--- src/shared/host_cmd_cfg.svh ---
// constants of the host serial command and event unit
// assumes one clock (mclk) and a crystal input sampled as a plain level
// Function
// - hold logic reset while supply low, wait 8 crystal periods
// - async reset pin, then wait 8 crystal periods
// - command 0x80 soft reset, registers to defaults
// - set ready flag on reaching active state
// - stand-by keeps ref and oscillator, power-up returns
// - sleep keeps decoder, power-up runs full initialization
// - master tick is mclk divided by K
// - status bit drives interrupt only when masked in
// - writing one clears status bit, zero keeps
// - shape and polarity bits select interrupt pin format
// - interrupt pulse lasts at least one divided tick
// - thermal refresh flag set on each temperature update
// - one-byte commands, all bits most significant first
// - instruction aborts running instruction, not a read
// - sync bytes touch only the serial port
// - writes take three data bytes, reads return four
// - commands accepted during reads, new read ends old
// - serial edges count only while chip select low
// - realign on select toggle, reset, or sync sequence
// - register command 0 W/R index 0, store at 24th clock
// - power-down field: 00 reset, 01 stand-by, 10 sleep
`ifndef HOST_CMD_CFG_SVH
`define HOST_CMD_CFG_SVH

`define CMD_SOFT_RESET 8'h80
`define CMD_POWER_UP 8'hA0
`define CMD_PD_MASK 8'hE7
`define CMD_PD_BASE 8'h80
`define CMD_START_MASK 8'hF7
`define CMD_START_BASE 8'hE0
`define CMD_SYNC_FILL 8'hFF
`define CMD_SYNC_LAST 8'hFE
`define SYNC_FILL_MIN 2'h3
`define PD_SOFT_RESET 2'h0
`define PD_STANDBY 2'h1
`define PD_SLEEP 2'h2

`define IDX_CONFIG 5'h00
`define IDX_STATUS 5'h0F
`define IDX_TEMP 5'h13
`define IDX_MASK 5'h1A

`define CFG_RESET 24'h00_0001
`define CFG_K_MSB 3
`define CFG_K_LSB 0
`define CFG_IRQ_POLARITY 4
`define CFG_IRQ_SHAPE 5
`define ST_READY_BIT 23
`define ST_THERMAL_BIT 7

`define INIT_XTAL_PERIODS 4'h8
`define WRITE_DATA_BYTES 2'h3
`define PULSE_TICKS 2'h2
`define TX_WORD_BITS 32

`endif

--- src/shared/host_cmd_pkg.sv ---
// types of the host serial command and event unit
// assumes host_cmd_cfg.svh holds the numeric constants
package host_cmd_pkg;

  typedef enum logic [2:0] {
    pwr_reset_hold,
    pwr_init_wait,
    pwr_active,
    pwr_standby,
    pwr_sleep
  } power_state_t;

  typedef enum logic {
    dec_command,
    dec_write_data
  } decode_state_t;

  typedef struct packed {
    logic ref_osc_on;
    logic core_on;
    logic computing;
  } power_ctl_t;

  typedef struct packed {
    logic start;
    logic continuous;
    logic abort;
  } instr_t;

endpackage

--- src/rtl/serial_shifter.sv ---
// serial receive and transmit shifter of the host port
// assumes cs_n, sclk and sdi are synchronous to mclk and sclk is slow
`timescale 1ns/1ps
`include "host_cmd_cfg.svh"

module serial_shifter #(
  parameter int TX_BITS = `TX_WORD_BITS
) (
  // clock and reset
  input wire logic mclk,
  input wire logic resetn,
  // pins
  input wire logic cs_n,
  input wire logic sclk,
  input wire logic sdi,
  output logic sdo,
  // decoder side
  input wire logic realign,
  input wire logic tx_load,
  input wire logic [TX_BITS-1:0] tx_word,
  output logic [7:0] rx_byte,
  output logic rx_valid
);

  logic sclk_prev;
  logic [2:0] bit_cnt;
  logic [6:0] rx_shift;
  logic [TX_BITS-1:0] tx_shift;
  logic skip_fall;

  wire sclk_rise = sclk & ~sclk_prev & ~cs_n;
  wire sclk_fall = ~sclk & sclk_prev & ~cs_n;

  always_ff @(posedge mclk or negedge resetn)
  begin
    if (!resetn)
      sclk_prev <= 1'b0;
    else
      sclk_prev <= sclk;
  end

  // ************************************************
  // receive side, msb first
  // ************************************************
  always_ff @(posedge mclk or negedge resetn)
  begin
    if (!resetn)
    begin
      bit_cnt <= 3'h0;
      rx_shift <= 7'h00;
      rx_byte <= 8'h00;
      rx_valid <= 1'b0;
    end
    else
    begin
      rx_valid <= 1'b0;
      if (cs_n || realign)
        bit_cnt <= 3'h0;
      else if (sclk_rise)
      begin
        rx_shift <= {rx_shift[5:0], sdi};
        bit_cnt <= bit_cnt + 3'h1;
        if (bit_cnt == 3'h7)
        begin
          rx_byte <= {rx_shift, sdi};
          rx_valid <= 1'b1;
        end
      end
    end
  end

  // ************************************************
  // transmit side, msb first
  // ************************************************
  // the falling edge right after the load belongs to the command byte,
  // so it must not advance the word
  always_ff @(posedge mclk or negedge resetn)
  begin
    if (!resetn)
    begin
      tx_shift <= '0;
      sdo <= 1'b0;
      skip_fall <= 1'b0;
    end
    else if (tx_load)
    begin
      tx_shift <= tx_word;
      sdo <= tx_word[TX_BITS-1];
      skip_fall <= 1'b1;
    end
    else if (sclk_fall)
    begin
      if (skip_fall)
        skip_fall <= 1'b0;
      else
      begin
        sdo <= tx_shift[TX_BITS-2];
        tx_shift <= {tx_shift[TX_BITS-2:0], 1'b0};
      end
    end
  end

endmodule // serial_shifter

--- src/rtl/host_cmd_unit.sv ---
// host serial command, power sequencing and event unit
// assumes pins synchronous to mclk; events and temperature come as pulses
`timescale 1ns/1ps
`include "host_cmd_cfg.svh"

module host_cmd_unit
  import host_cmd_pkg::*;
#(
  parameter int REG_COUNT = 32,
  parameter int DATA_W = 24
) (
  // clock and reset
  input wire logic mclk,
  input wire logic resetn,
  // supply monitor and crystal
  input wire logic supply_ok,
  input wire logic crystal_input,
  // serial port
  input wire logic cs_n,
  input wire logic sclk,
  input wire logic sdi,
  output logic sdo,
  // measurement side
  input wire logic [DATA_W-1:0] event_set,
  input wire logic temp_valid,
  input wire logic [DATA_W-1:0] temp_result,
  // control outputs
  output power_ctl_t power_ctl,
  output instr_t instr,
  output logic divided_core_tick,
  output logic irq_pin
);

  // ************************************************
  // declarations
  // ************************************************
  power_state_t pwr_state;
  decode_state_t dec_state;
  logic [DATA_W-1:0] regs [REG_COUNT];
  logic [DATA_W-1:0] status;
  logic [3:0] xtal_cnt;
  logic xtal_prev;
  logic [1:0] ff_count;
  logic [1:0] wcount;
  logic [DATA_W-1:0] wbuf;
  logic [4:0] widx;
  logic tx_load;
  logic [`TX_WORD_BITS-1:0] tx_word;
  logic realign;
  logic [3:0] div_cnt;
  logic irq_prev;
  logic pulse_on;
  logic [1:0] pulse_ticks;
  logic enter_active;
  logic [7:0] rx_byte;
  logic rx_valid;

  // divider count: K of zero divides by sixteen
  function automatic logic [3:0] div_last(input logic [3:0] k);
    div_last = k - 4'h1;
  endfunction

  // ************************************************
  // serial shifter
  // ************************************************
  serial_shifter #(
    .TX_BITS(`TX_WORD_BITS)
  ) u_shifter (
    .mclk(mclk),
    .resetn(resetn),
    .cs_n(cs_n),
    .sclk(sclk),
    .sdi(sdi),
    .sdo(sdo),
    .realign(realign),
    .tx_load(tx_load),
    .tx_word(tx_word),
    .rx_byte(rx_byte),
    .rx_valid(rx_valid)
  );

  // ************************************************
  // command decode
  // ************************************************
  wire cmd_valid = rx_valid & (dec_state == dec_command);
  wire data_valid = rx_valid & (dec_state == dec_write_data);
  wire is_reg_cmd = ~rx_byte[7] & ~rx_byte[0];
  wire is_write = rx_byte[6];
  wire [4:0] cmd_idx = rx_byte[5:1];
  wire is_sync_fill = rx_byte == `CMD_SYNC_FILL;
  wire is_sync_last = rx_byte == `CMD_SYNC_LAST;
  wire is_power_up = rx_byte == `CMD_POWER_UP;
  wire is_power_down = (rx_byte & `CMD_PD_MASK) == `CMD_PD_BASE;
  wire [1:0] pd_sel = rx_byte[4:3];
  wire is_start = (rx_byte & `CMD_START_MASK) == `CMD_START_BASE;
  wire is_instr = is_power_up | (is_power_down & pd_sel != 2'h3) | is_start;

  wire do_read = cmd_valid & is_reg_cmd & ~is_write;
  wire do_write_cmd = cmd_valid & is_reg_cmd & is_write;
  wire write_done = data_valid & (wcount == `WRITE_DATA_BYTES - 2'h1);
  wire [DATA_W-1:0] write_word = {wbuf[DATA_W-9:0], rx_byte};
  wire soft_reset = cmd_valid & is_power_down & (pd_sel == `PD_SOFT_RESET);
  wire wake_from_sleep = cmd_valid & is_power_up & (pwr_state == pwr_sleep);
  wire reg_clear = soft_reset | wake_from_sleep | ~supply_ok;
  wire [DATA_W-1:0] read_word = (cmd_idx == `IDX_STATUS) ? status : regs[cmd_idx];

  wire [3:0] k_field = regs[`IDX_CONFIG][`CFG_K_MSB:`CFG_K_LSB];
  wire irq_shape = regs[`IDX_CONFIG][`CFG_IRQ_SHAPE];
  wire irq_polarity = regs[`IDX_CONFIG][`CFG_IRQ_POLARITY];
  wire xtal_rise = crystal_input & ~xtal_prev;

  // ************************************************
  // serial framing: write data, reads, sync sequence
  // ************************************************
  always_ff @(posedge mclk or negedge resetn)
  begin
    if (!resetn)
    begin
      dec_state <= dec_command;
      wcount <= 2'h0;
      wbuf <= '0;
      widx <= 5'h00;
      ff_count <= 2'h0;
      realign <= 1'b0;
      tx_load <= 1'b0;
      tx_word <= '0;
    end
    else
    begin
      realign <= 1'b0;
      tx_load <= 1'b0;
      if (cs_n)
      begin
        dec_state <= dec_command;
        ff_count <= 2'h0;
      end
      else if (cmd_valid)
      begin
        if (is_sync_fill && ff_count != `SYNC_FILL_MIN)
          ff_count <= ff_count + 2'h1;
        else if (!is_sync_fill)
          ff_count <= 2'h0;
        if (is_sync_last && ff_count == `SYNC_FILL_MIN)
          realign <= 1'b1;
        if (do_write_cmd)
        begin
          dec_state <= dec_write_data;
          widx <= cmd_idx;
          wcount <= 2'h0;
        end
        if (do_read)
        begin
          // a new read simply reloads, ending the old one
          tx_load <= 1'b1;
          tx_word <= {read_word, 8'h00};
        end
      end
      else if (data_valid)
      begin
        wbuf <= write_word;
        wcount <= wcount + 2'h1;
        if (write_done)
          dec_state <= dec_command;
      end
    end
  end

  // ************************************************
  // register file and status
  // ************************************************
  always_ff @(posedge mclk or negedge resetn)
  begin
    if (!resetn)
    begin
      for (int i = 0; i < REG_COUNT; i++)
        regs[i] <= (i == `IDX_CONFIG) ? `CFG_RESET : '0;
      status <= '0;
    end
    else if (reg_clear)
    begin
      for (int i = 0; i < REG_COUNT; i++)
        regs[i] <= (i == `IDX_CONFIG) ? `CFG_RESET : '0;
      status <= '0;
    end
    else
    begin
      if (write_done && widx != `IDX_STATUS)
        regs[widx] <= write_word;
      if (temp_valid)
        regs[`IDX_TEMP] <= temp_result;
      // hardware set wins over a clear in the same cycle
      status <= (status & ~((write_done && widx == `IDX_STATUS) ? write_word : '0))
        | event_set
        | (temp_valid ? (DATA_W'(1) << `ST_THERMAL_BIT) : '0)
        | (enter_active ? (DATA_W'(1) << `ST_READY_BIT) : '0);
    end
  end

  // ************************************************
  // power sequencing
  // ************************************************
  always_comb
  begin
    enter_active = 1'b0;
    if (pwr_state == pwr_init_wait && xtal_rise && xtal_cnt == `INIT_XTAL_PERIODS - 4'h1)
      enter_active = 1'b1;
    if (cmd_valid && is_power_up && pwr_state == pwr_standby)
      enter_active = 1'b1;
  end

  always_ff @(posedge mclk or negedge resetn)
  begin
    if (!resetn)
    begin
      pwr_state <= pwr_init_wait;
      xtal_cnt <= 4'h0;
      xtal_prev <= 1'b0;
      power_ctl <= '0;
      instr <= '0;
    end
    else
    begin
      xtal_prev <= crystal_input;
      instr.start <= 1'b0;
      instr.abort <= 1'b0;
      if (cmd_valid && is_instr && supply_ok)
        instr.abort <= 1'b1;
      if (!supply_ok)
      begin
        pwr_state <= pwr_reset_hold;
        xtal_cnt <= 4'h0;
        instr.continuous <= 1'b0;
      end
      else if (reg_clear)
      begin
        pwr_state <= pwr_init_wait;
        xtal_cnt <= 4'h0;
        instr.continuous <= 1'b0;
      end
      else if (enter_active)
        pwr_state <= pwr_active;
      else
      begin
        case (pwr_state)
          pwr_reset_hold:
            pwr_state <= pwr_init_wait;
          pwr_init_wait:
            if (xtal_rise)
              xtal_cnt <= xtal_cnt + 4'h1;
          pwr_active:
            if (cmd_valid && is_power_down && pd_sel == `PD_STANDBY)
              pwr_state <= pwr_standby;
            else if (cmd_valid && is_power_down && pd_sel == `PD_SLEEP)
              pwr_state <= pwr_sleep;
            else if (cmd_valid && is_start)
            begin
              instr.start <= 1'b1;
              instr.continuous <= rx_byte[3];
            end
            else if (cmd_valid && is_instr)
              instr.continuous <= 1'b0;
          default:
            ;
        endcase
        if (cmd_valid && is_power_down)
          instr.continuous <= 1'b0;
      end
      // supply loss blanks the controls at once, not one state later
      if (!supply_ok)
        power_ctl <= '0;
      else
      begin
        power_ctl.ref_osc_on <= pwr_state != pwr_sleep && pwr_state != pwr_reset_hold;
        power_ctl.core_on <= pwr_state == pwr_active;
        power_ctl.computing <= instr.continuous | instr.start;
      end
    end
  end

  // ************************************************
  // divided core tick
  // ************************************************
  always_ff @(posedge mclk or negedge resetn)
  begin
    if (!resetn)
    begin
      div_cnt <= 4'h0;
      divided_core_tick <= 1'b0;
    end
    else if (div_cnt == div_last(k_field))
    begin
      div_cnt <= 4'h0;
      divided_core_tick <= 1'b1;
    end
    else
    begin
      div_cnt <= div_cnt + 4'h1;
      divided_core_tick <= 1'b0;
    end
  end

  // ************************************************
  // interrupt pin
  // ************************************************
  wire irq_any = |(status & regs[`IDX_MASK]);
  wire irq_assert = irq_shape ? pulse_on : irq_any;

  // two tick edges guarantee one full divided period in between
  always_ff @(posedge mclk or negedge resetn)
  begin
    if (!resetn)
    begin
      irq_prev <= 1'b0;
      pulse_on <= 1'b0;
      pulse_ticks <= 2'h0;
      irq_pin <= 1'b1;
    end
    else
    begin
      irq_prev <= irq_any;
      if (irq_any && !irq_prev)
      begin
        pulse_on <= 1'b1;
        pulse_ticks <= 2'h0;
      end
      else if (pulse_on && divided_core_tick)
      begin
        pulse_ticks <= pulse_ticks + 2'h1;
        if (pulse_ticks == `PULSE_TICKS - 2'h1)
          pulse_on <= 1'b0;
      end
      irq_pin <= irq_assert ? irq_polarity : ~irq_polarity;
    end
  end

endmodule // host_cmd_unit

--- config.mk ---
export PLATFORM = sky130hd
export DESIGN_NAME = host_cmd_unit
export DESIGN_NICKNAME = d
export VERILOG_FILES = /design/src/shared/host_cmd_pkg.sv /design/src/rtl/serial_shifter.sv /design/src/rtl/host_cmd_unit.sv
export VERILOG_INCLUDE_DIRS = /design/src /design/src/shared
export SDC_FILE = /design/constraint.sdc
export NUM_CORES = 2
export LEC_CHECK = 0
export BUFFER_PORTS_ARGS = -buffer_cell sky130_fd_sc_hd__buf_2
export CAP_MARGIN = 20
export CELL_PAD_IN_SITES_DETAIL_PLACEMENT = 0
export CELL_PAD_IN_SITES_GLOBAL_PLACEMENT = 2
export CORE_UTILIZATION = 40
export CTS_CLUSTER_SIZE = 14
export DETAILED_ROUTE_END_ITERATION = 12
export GPL_TIMING_DRIVEN = 0
export HOLD_SLACK_MARGIN = 0.08
export PLACE_DENSITY_LB_ADDON = 0.2
export SETUP_SLACK_MARGIN = 0.2
export SYNTH_ARGS = -nofsm -noshare
export SYNTH_HDL_FRONTEND = slang
export SYNTH_SLANG_ARGS = --single-unit
export TNS_END_PERCENT = 50
--- constraint.sdc ---
create_clock -name mclk -period 2.2 [get_ports mclk]
set_input_delay 0.11 -clock mclk [delete_from_list [all_inputs] [get_ports mclk]]
set_output_delay 0.11 -clock mclk [all_outputs]
set_load 0.02 [all_outputs]
Word-level counts from Yosys, hierarchy flattened
Index checks and enable logic that the tools add are counted.
{ "op_classes": {"n_reduce_logical": 47, "magnitude_cmp": 3, "n_bitwise": 42, "n_addsub": 7, "mux": 81, "eq_ne": 36} }
{ "op_table": {"columns": ["cell", "count"], "rows": [
  ["$mux W768", 2],
  ["$bwmux W768", 1],
  ["$mux W24", 8],
  ["$bmux W24 S5", 1],
  ["$demux W24 S5", 1],
  ["$mux W31", 3],
  ["$and A24 B24 Y24", 2],
  ["$or A24 B24 Y24", 2],
  ["$mux W1", 36],
  ["$mux W2", 13],
  ["$eq A8 B8 Y1 const B", 3],
  ["$mux W3", 8],
  ["$mux W4", 6],
  ["$not A24 Y24", 1],
  ["$or A24 B8 Y24", 1],
  ["$reduce_or A24 Y1", 1],
  ["$reduce_and A3 Y1", 7],
  ["$logic_and A1 B1 Y1", 18],
  ["$and A1 B1 Y1", 17],
  ["$reduce_bool A2 Y1", 7],
  ["$ge A6 B6 Y1 const B", 2],
  ["$not A1 Y1", 12],
  ["$not A5 Y6", 2],
  ["$reduce_bool A3 Y1", 4],
  ["other kinds (34)", 58]
]} }
{ "totals": {"out_inout_bits": 9, "regBits": 921, "input_bits": 56} }

Longest topological paths before layout
{ "logic_depth": {"word_depth": 14, "ltp_mapped": 10, "ltp_nobuf": 7} }

Modules after synthesis
A second synthesis with hierarchy kept.
{ "unflattened": {"hier_cells": 4046, "area_unflattened_um2": 44481.4} }
{ "by_module_without_submodules": {"columns": ["mod", "instances", "area_per_inst_um2", "cells_per_inst"], "rows": [
  ["host_cmd_unit", 1, 42175.4, 3857],
  ["serial_shifter", 1, 2306.0, 189]
]} }

Worst setup path before layout
No wires, ideal clock.
{ "synth_timing": {"path_type": "register to register", "startpoint": "reg u_shifter.rx_byte[1]", "endpoint": "reg tx_word[18]", "arrival_time_ps": 1894, "path_stages_with_launch": 9, "setup_ps": 120, "setup_slack_ps": 186, "cell_sequence": "dfrtp_1 buf_6 buf_8 buf_12 buf_2 mux4_2 o21ai_0 nand2_1 a31o_2"} }
{ "synth_via": {"elab_chain_len": 5} }
{ "synth_lines": {"columns": ["element", "line", "rtl"], "rows": [
  ["start: declaration", "serial_shifter.sv:21", "output logic [7:0] rx_byte,"],
  ["start signal: assignment", "serial_shifter.sv:65", "rx_byte <= {rx_shift, sdi};"],
  ["$not A5 Y6 (implied by the code)", "host_cmd_unit.sv:105", "wire [DATA_W-1:0] read_word = (cmd_idx == `IDX_STATUS) ? status : regs[cmd_idx];"],
  ["$bmux W24 S5", "host_cmd_unit.sv:105", null],
  ["$mux W24 (implied by the code) (2 in series)", "host_cmd_unit.sv:105", null],
  ["$mux W24 (*)", "host_cmd_unit.sv:105", null],
  ["end signal: assignment", "host_cmd_unit.sv:155", "tx_word <= {read_word, 8'h00};"],
  ["end: declaration", "host_cmd_unit.sv:48", "logic [`TX_WORD_BITS-1:0] tx_word;"]
]} }
Every way passes the cells marked *; elsewhere a longest branch is shown, timed or not. The select of a mux whose other input is x is not followed.
A chain may end at the register's enable or synchronous reset.

Final worst setup path
{ "layout_timing": {"startpoint": "reg u_shifter.rx_byte[1]", "endpoint": "reg tx_word[13]"} }
Same word-level chain as after synthesis.

==> qor.csv <==
stage,metric,value,unit
outcome,run_status,finished with violations,
outcome,violations,setup timing,
cells_and_area,drive_gt1_share,36.02,%
placed_design,place_area,45560,um^2
synth,synth_edf_count,0,
global_route,wire_length_of_the_first_global_routing_pass,289100,um
sta,tightestPinTransition,1.313,ns
power_and_ir_drop,cellLeakagePower,23.61,nW
floorplan,die_x,330.0,um
floorplan,die-area,108900,um^2
power_and_ir_drop,powerDensity,615.5,nW/um^2
global_route,grt_max_degree,110,
floorplan,core.rowCount,119,
floorplan,start_util,40.60,%
sta,final.min_clock_period,2.666,ns
sta,final-hold-violation-count,0,
worst_hold_path,timing.hold.worst.class,in2async,
cells_and_area,finalNetCount,5061,
sta,timing.slew.headroom,12.45,%
worst_setup_path,timing.critical_path.required,2.80,ns
placed_design,routabilityCongestion,1.000,
worst_setup_path,cp_data_arrival_time,3.27,ns
routing,drc,0,
sta,layout_setup_ws,-0.4665,ns
synth,postSynth.topFlopCell,sky130_fd_sc_hd__dfrtp_1,
synth,yosys_warnings,0,
global_route,overflow,0,
routing,routed-via-count,39531,
floorplan,ioPinCount,65,
synth,synth_area_per_cell,9.619,um^2
cells_and_area,post_route_core_utilization,57.83,%
sta,setup_viol_count_final,574,
floorplan,chipHeight,330.0,um
sta,finalClockSkew,0.03703,ns
sta,max_freq,375.0,MHz
global_route,grt_usage,38.01,%
clocking,worst_setup_hold_path_clk_slew,0.06,ns
cells_and_area,area.growth.synth_to_final,42.45,%
routing,first_pass_iters,5,
clocking,clk_root_buffer_cell,sky130_fd_sc_hd__clkbuf_16,
routing,post_drt_wl_per_cell,32.80,um
global_route,antenna_found_initial,8,
sta,grt_setup_unrepaired,true,
clocking,tritoncts,yes,
synth,post_synthesis_cell_type_count,72,
synth,postSynthRegisterBits,904,
clocking,clock_insertion_delay_worst_skew,0.72,ns
worst_setup_path,critical_path.startpoint_type,flip-flop,
clocking,max-clock-path-buffers,3,
sta,min_period_over_period,121.2,%
worst_setup_path,path_class,reg2reg,
clocking,htree_levels,3,
routing,wirelength,212200,um
power_and_ir_drop,max-vdd-ir-drop,640.7,uV
job,drv.max_cap_violation_count,0,
floorplan,design.core.area,106000,um^2
cells_and_area,postLayoutCellArea,61310,um^2
global_route,grt_pass1_vias,37140,
clocking,cts_buffers,104,
synth,async_flop_share,100.0,%
worst_setup_path,critical_path.endpoint_type,flip-flop,
sta,timing_max_transition_violations_final,0,
routing,drt.antenna.violating_nets,0,
routing,avgViaCountPerCell,6.109,
clocking,numClockSinks,904,
routing,drt-initial-drc-count,4686,
worst_setup_path,crit_path_max_fanout,8,
synth,netlist_area,43040,um^2
synth,synth_nets,4538,
cells_and_area,fill_cells,9048,
placed_design,port_buffers,63,
synth,synthesis.instances,4474,
placed_design,dp_hpwl,139900,um
synth,yosysSeqAreaShare,52.57,%
## flip-flops by register name, summed over array words and instances (netlist names), 2 cells and up
| name | count |
|---|---|
| div_cnt | 4 |
| tx_word | 24 |
| wbuf | 16 |
| wcount | 2 |
| instr | 3 |
| pwr_state | 3 |
| regs | 753 |
| u_shifter.rx_shift | 7 |
| status | 24 |
| widx | 5 |
| power_ctl | 3 |
| u_shifter.tx_shift | 23 |
| k_field | 4 |
| pulse_ticks | 2 |
| xtal_cnt | 4 |
| u_shifter.bit_cnt | 3 |
| u_shifter.rx_byte | 8 |
| ff_count | 2 |
## timing repair
item,in CTS,in global routing
setup endpoints to repair,862,859
pin swaps,182,79
endpoints found under the hold margin,386,0
resized for setup,1288,741
setup buffers,125,53
hold buffers,59,0
cloned,67,28
## power by group
part / leakage [nW] / internal [mW] / switching (mW)
registers: 12.5 / 16.8 / 0.217
clock network: 1.71 / 10.6 / 7.42
logic: 9.38 / 1.24 / 1.47
total: 23.6 / 28.6 / 9.10
## logic make-up (layout without fill, tap and decap cells)
| logic type | Yosys count | count (layout) | share of synthesized area, % |
|---|---|---|---|
| fa+ha+maj | 8 | 8 | 0.2326 |
| mux | 409 | 409 | 13.50 |
| compound gates | 929 | 929 | 12.43 |
| other cells | 0 | 5 | 0 |
| buf+inv | 444 | 1045 | 4.774 |
| flops | 904 | 904 | 52.57 |
| xor+xnor | 12 | 12 | 0.2442 |
| simple gates | 1768 | 1768 | 16.25 |
## worst max-delay path, cell delays in order, from the launching register on
cell                       delay, ns
sky130_fd_sc_hd__dfrtp_1        0.37
sky130_fd_sc_hd__buf_6          0.13
sky130_fd_sc_hd__buf_12         0.14
sky130_fd_sc_hd__buf_12         0.13
sky130_fd_sc_hd__buf_16         0.16
sky130_fd_sc_hd__buf_16         0.17
sky130_fd_sc_hd__buf_16         0.17
sky130_fd_sc_hd__mux2i_4        0.22
sky130_fd_sc_hd__a221oi_4       0.42
sky130_fd_sc_hd__o211ai_1       0.31
sky130_fd_sc_hd__a41oi_1        0.31
## per-stage QoR
step | hold slack [ns] | worst slack (ns) | std cells | TNS (ns) | power (mW)
6_report | 0.07574 | -0.4665 | 6471 | -37.97 | 37.73
3_3_place_gp | 0.2458 | -20.10 | 5928 | - | 18.62
4_1_cts | 0.09011 | -0.3860 | 6385 | -28.14 | 37.39
5_1_grt | 0.09784 | -0.3974 | 6466 | -44.92 | 38.53
3_5_place_dp | 0.07916 | -1.591 | 5950 | -549.18 | 18.67
2_1_floorplan | -0.1856 | 0.2239 | 4474 | 0 | 17.79
## placed cells by master (no fill, tap or decap), types with 41 or more instances in the layout
cell,netlist,final
sky130_fd_sc_hd__buf_6,17,41
sky130_fd_sc_hd__clkbuf_4,0,56
sky130_fd_sc_hd__a21oi_2,0,411
sky130_fd_sc_hd__mux4_2,131,132
sky130_fd_sc_hd__buf_8,1,45
sky130_fd_sc_hd__a22oi_1,56,49
sky130_fd_sc_hd__buf_16,0,96
sky130_fd_sc_hd__dfrtp_1,901,896
sky130_fd_sc_hd__buf_4,23,98
sky130_fd_sc_hd__buf_12,1,143
sky130_fd_sc_hd__nor2_1,217,80
sky130_fd_sc_hd__clkbuf_1,254,105
sky130_fd_sc_hd__mux2i_1,240,186
sky130_fd_sc_hd__buf_2,117,91
sky130_fd_sc_hd__dlygate4sd3_1,0,58
sky130_fd_sc_hd__a21oi_1,666,223
sky130_fd_sc_hd__clkbuf_16,0,136
sky130_fd_sc_hd__clkbuf_2,0,83
sky130_fd_sc_hd__nand2_1,1409,1377
sky130_fd_sc_hd__nor2_4,0,128
## final timing paths
kind	cells past startpoint	end	startpoint	slack [ns]
worst max-delay path	10	tx_word[13]	u_shifter.rx_byte[1]	-0.47
worst min-delay path	3	regs[177]	resetn	0.08
worst max register to register	10	tx_word[13]	u_shifter.rx_byte[1]	-0.47
worst min register to register	1	ff_count[0]	ff_count[0]	0.48
max in group asynchronous	5	regs[473]	resetn	0.76
min in group mclk	3	u_shifter.rx_shift[0]	sdi	0.20
## cell usage after synthesis, types with 8 or more instances
| cell type | instances | area [um^2] |
|---|---|---|
| sky130_fd_sc_hd__and3_1 | 22 | 137.6 |
| sky130_fd_sc_hd__a211oi_1 | 28 | 210.2 |
| sky130_fd_sc_hd__dfrtp_1 | 901 | 22550 |
| sky130_fd_sc_hd__nor2b_1 | 12 | 75.07 |
| sky130_fd_sc_hd__buf_4 | 23 | 172.7 |
| sky130_fd_sc_hd__a22o_1 | 22 | 192.7 |
| sky130_fd_sc_hd__xnor2_1 | 8 | 70.07 |
| sky130_fd_sc_hd__mux2_2 | 36 | 405.4 |
| sky130_fd_sc_hd__a22oi_1 | 56 | 420.4 |
| sky130_fd_sc_hd__a221oi_1 | 36 | 315.3 |
| sky130_fd_sc_hd__clkbuf_1 | 254 | 953.4 |
| sky130_fd_sc_hd__nor2_1 | 217 | 814.5 |
| sky130_fd_sc_hd__mux2i_1 | 240 | 2402 |
| sky130_fd_sc_hd__nor3_1 | 13 | 65.06 |
| sky130_fd_sc_hd__inv_1 | 21 | 78.83 |
| sky130_fd_sc_hd__ha_1 | 8 | 100.1 |
| sky130_fd_sc_hd__o211ai_1 | 22 | 165.2 |
| sky130_fd_sc_hd__nand2_1 | 1409 | 5289 |
| sky130_fd_sc_hd__o21ai_0 | 43 | 215.2 |
| sky130_fd_sc_hd__mux4_2 | 131 | 2950 |
| sky130_fd_sc_hd__buf_2 | 117 | 585.6 |
| sky130_fd_sc_hd__a41oi_1 | 9 | 78.83 |
| sky130_fd_sc_hd__a21oi_1 | 666 | 3333 |
| sky130_fd_sc_hd__nand3_1 | 32 | 160.2 |
| sky130_fd_sc_hd__nand2b_1 | 12 | 75.07 |
| sky130_fd_sc_hd__buf_6 | 17 | 191.4 |
| sky130_fd_sc_hd__buf_1 | 9 | 33.78 |
| sky130_fd_sc_hd__nand4_1 | 15 | 93.84 |
## routing by layer
metal	up-vias	global-route usage, %	routed length (um)
met2	2084	54.39	90970
li1	16412	-	-
met4	2	22.68	15270
met3	552	9.206	20140
met1	20481	52.21	85830
met5	-	0	13
## area by class of cell
type | instances | area (um^2) | area share, %
Buffer | 422 | 4299 | 7.012
Inverter | 22 | 86.33 | 0.1408
Tap cell | 1391 | 1740 | 2.839
Multi-Input combinational cell | 3126 | 22890 | 37.34
Clock inverter | 30 | 374.1 | 0.6102
Timing Repair Buffer | 417 | 6187 | 10.09
Antenna cell | 5 | 12.51 | 0.02041
Sequential cell | 904 | 22630 | 36.91
Clock buffer | 154 | 3085 | 5.033
Note: power is estimated with default switching activity, not from simulation.
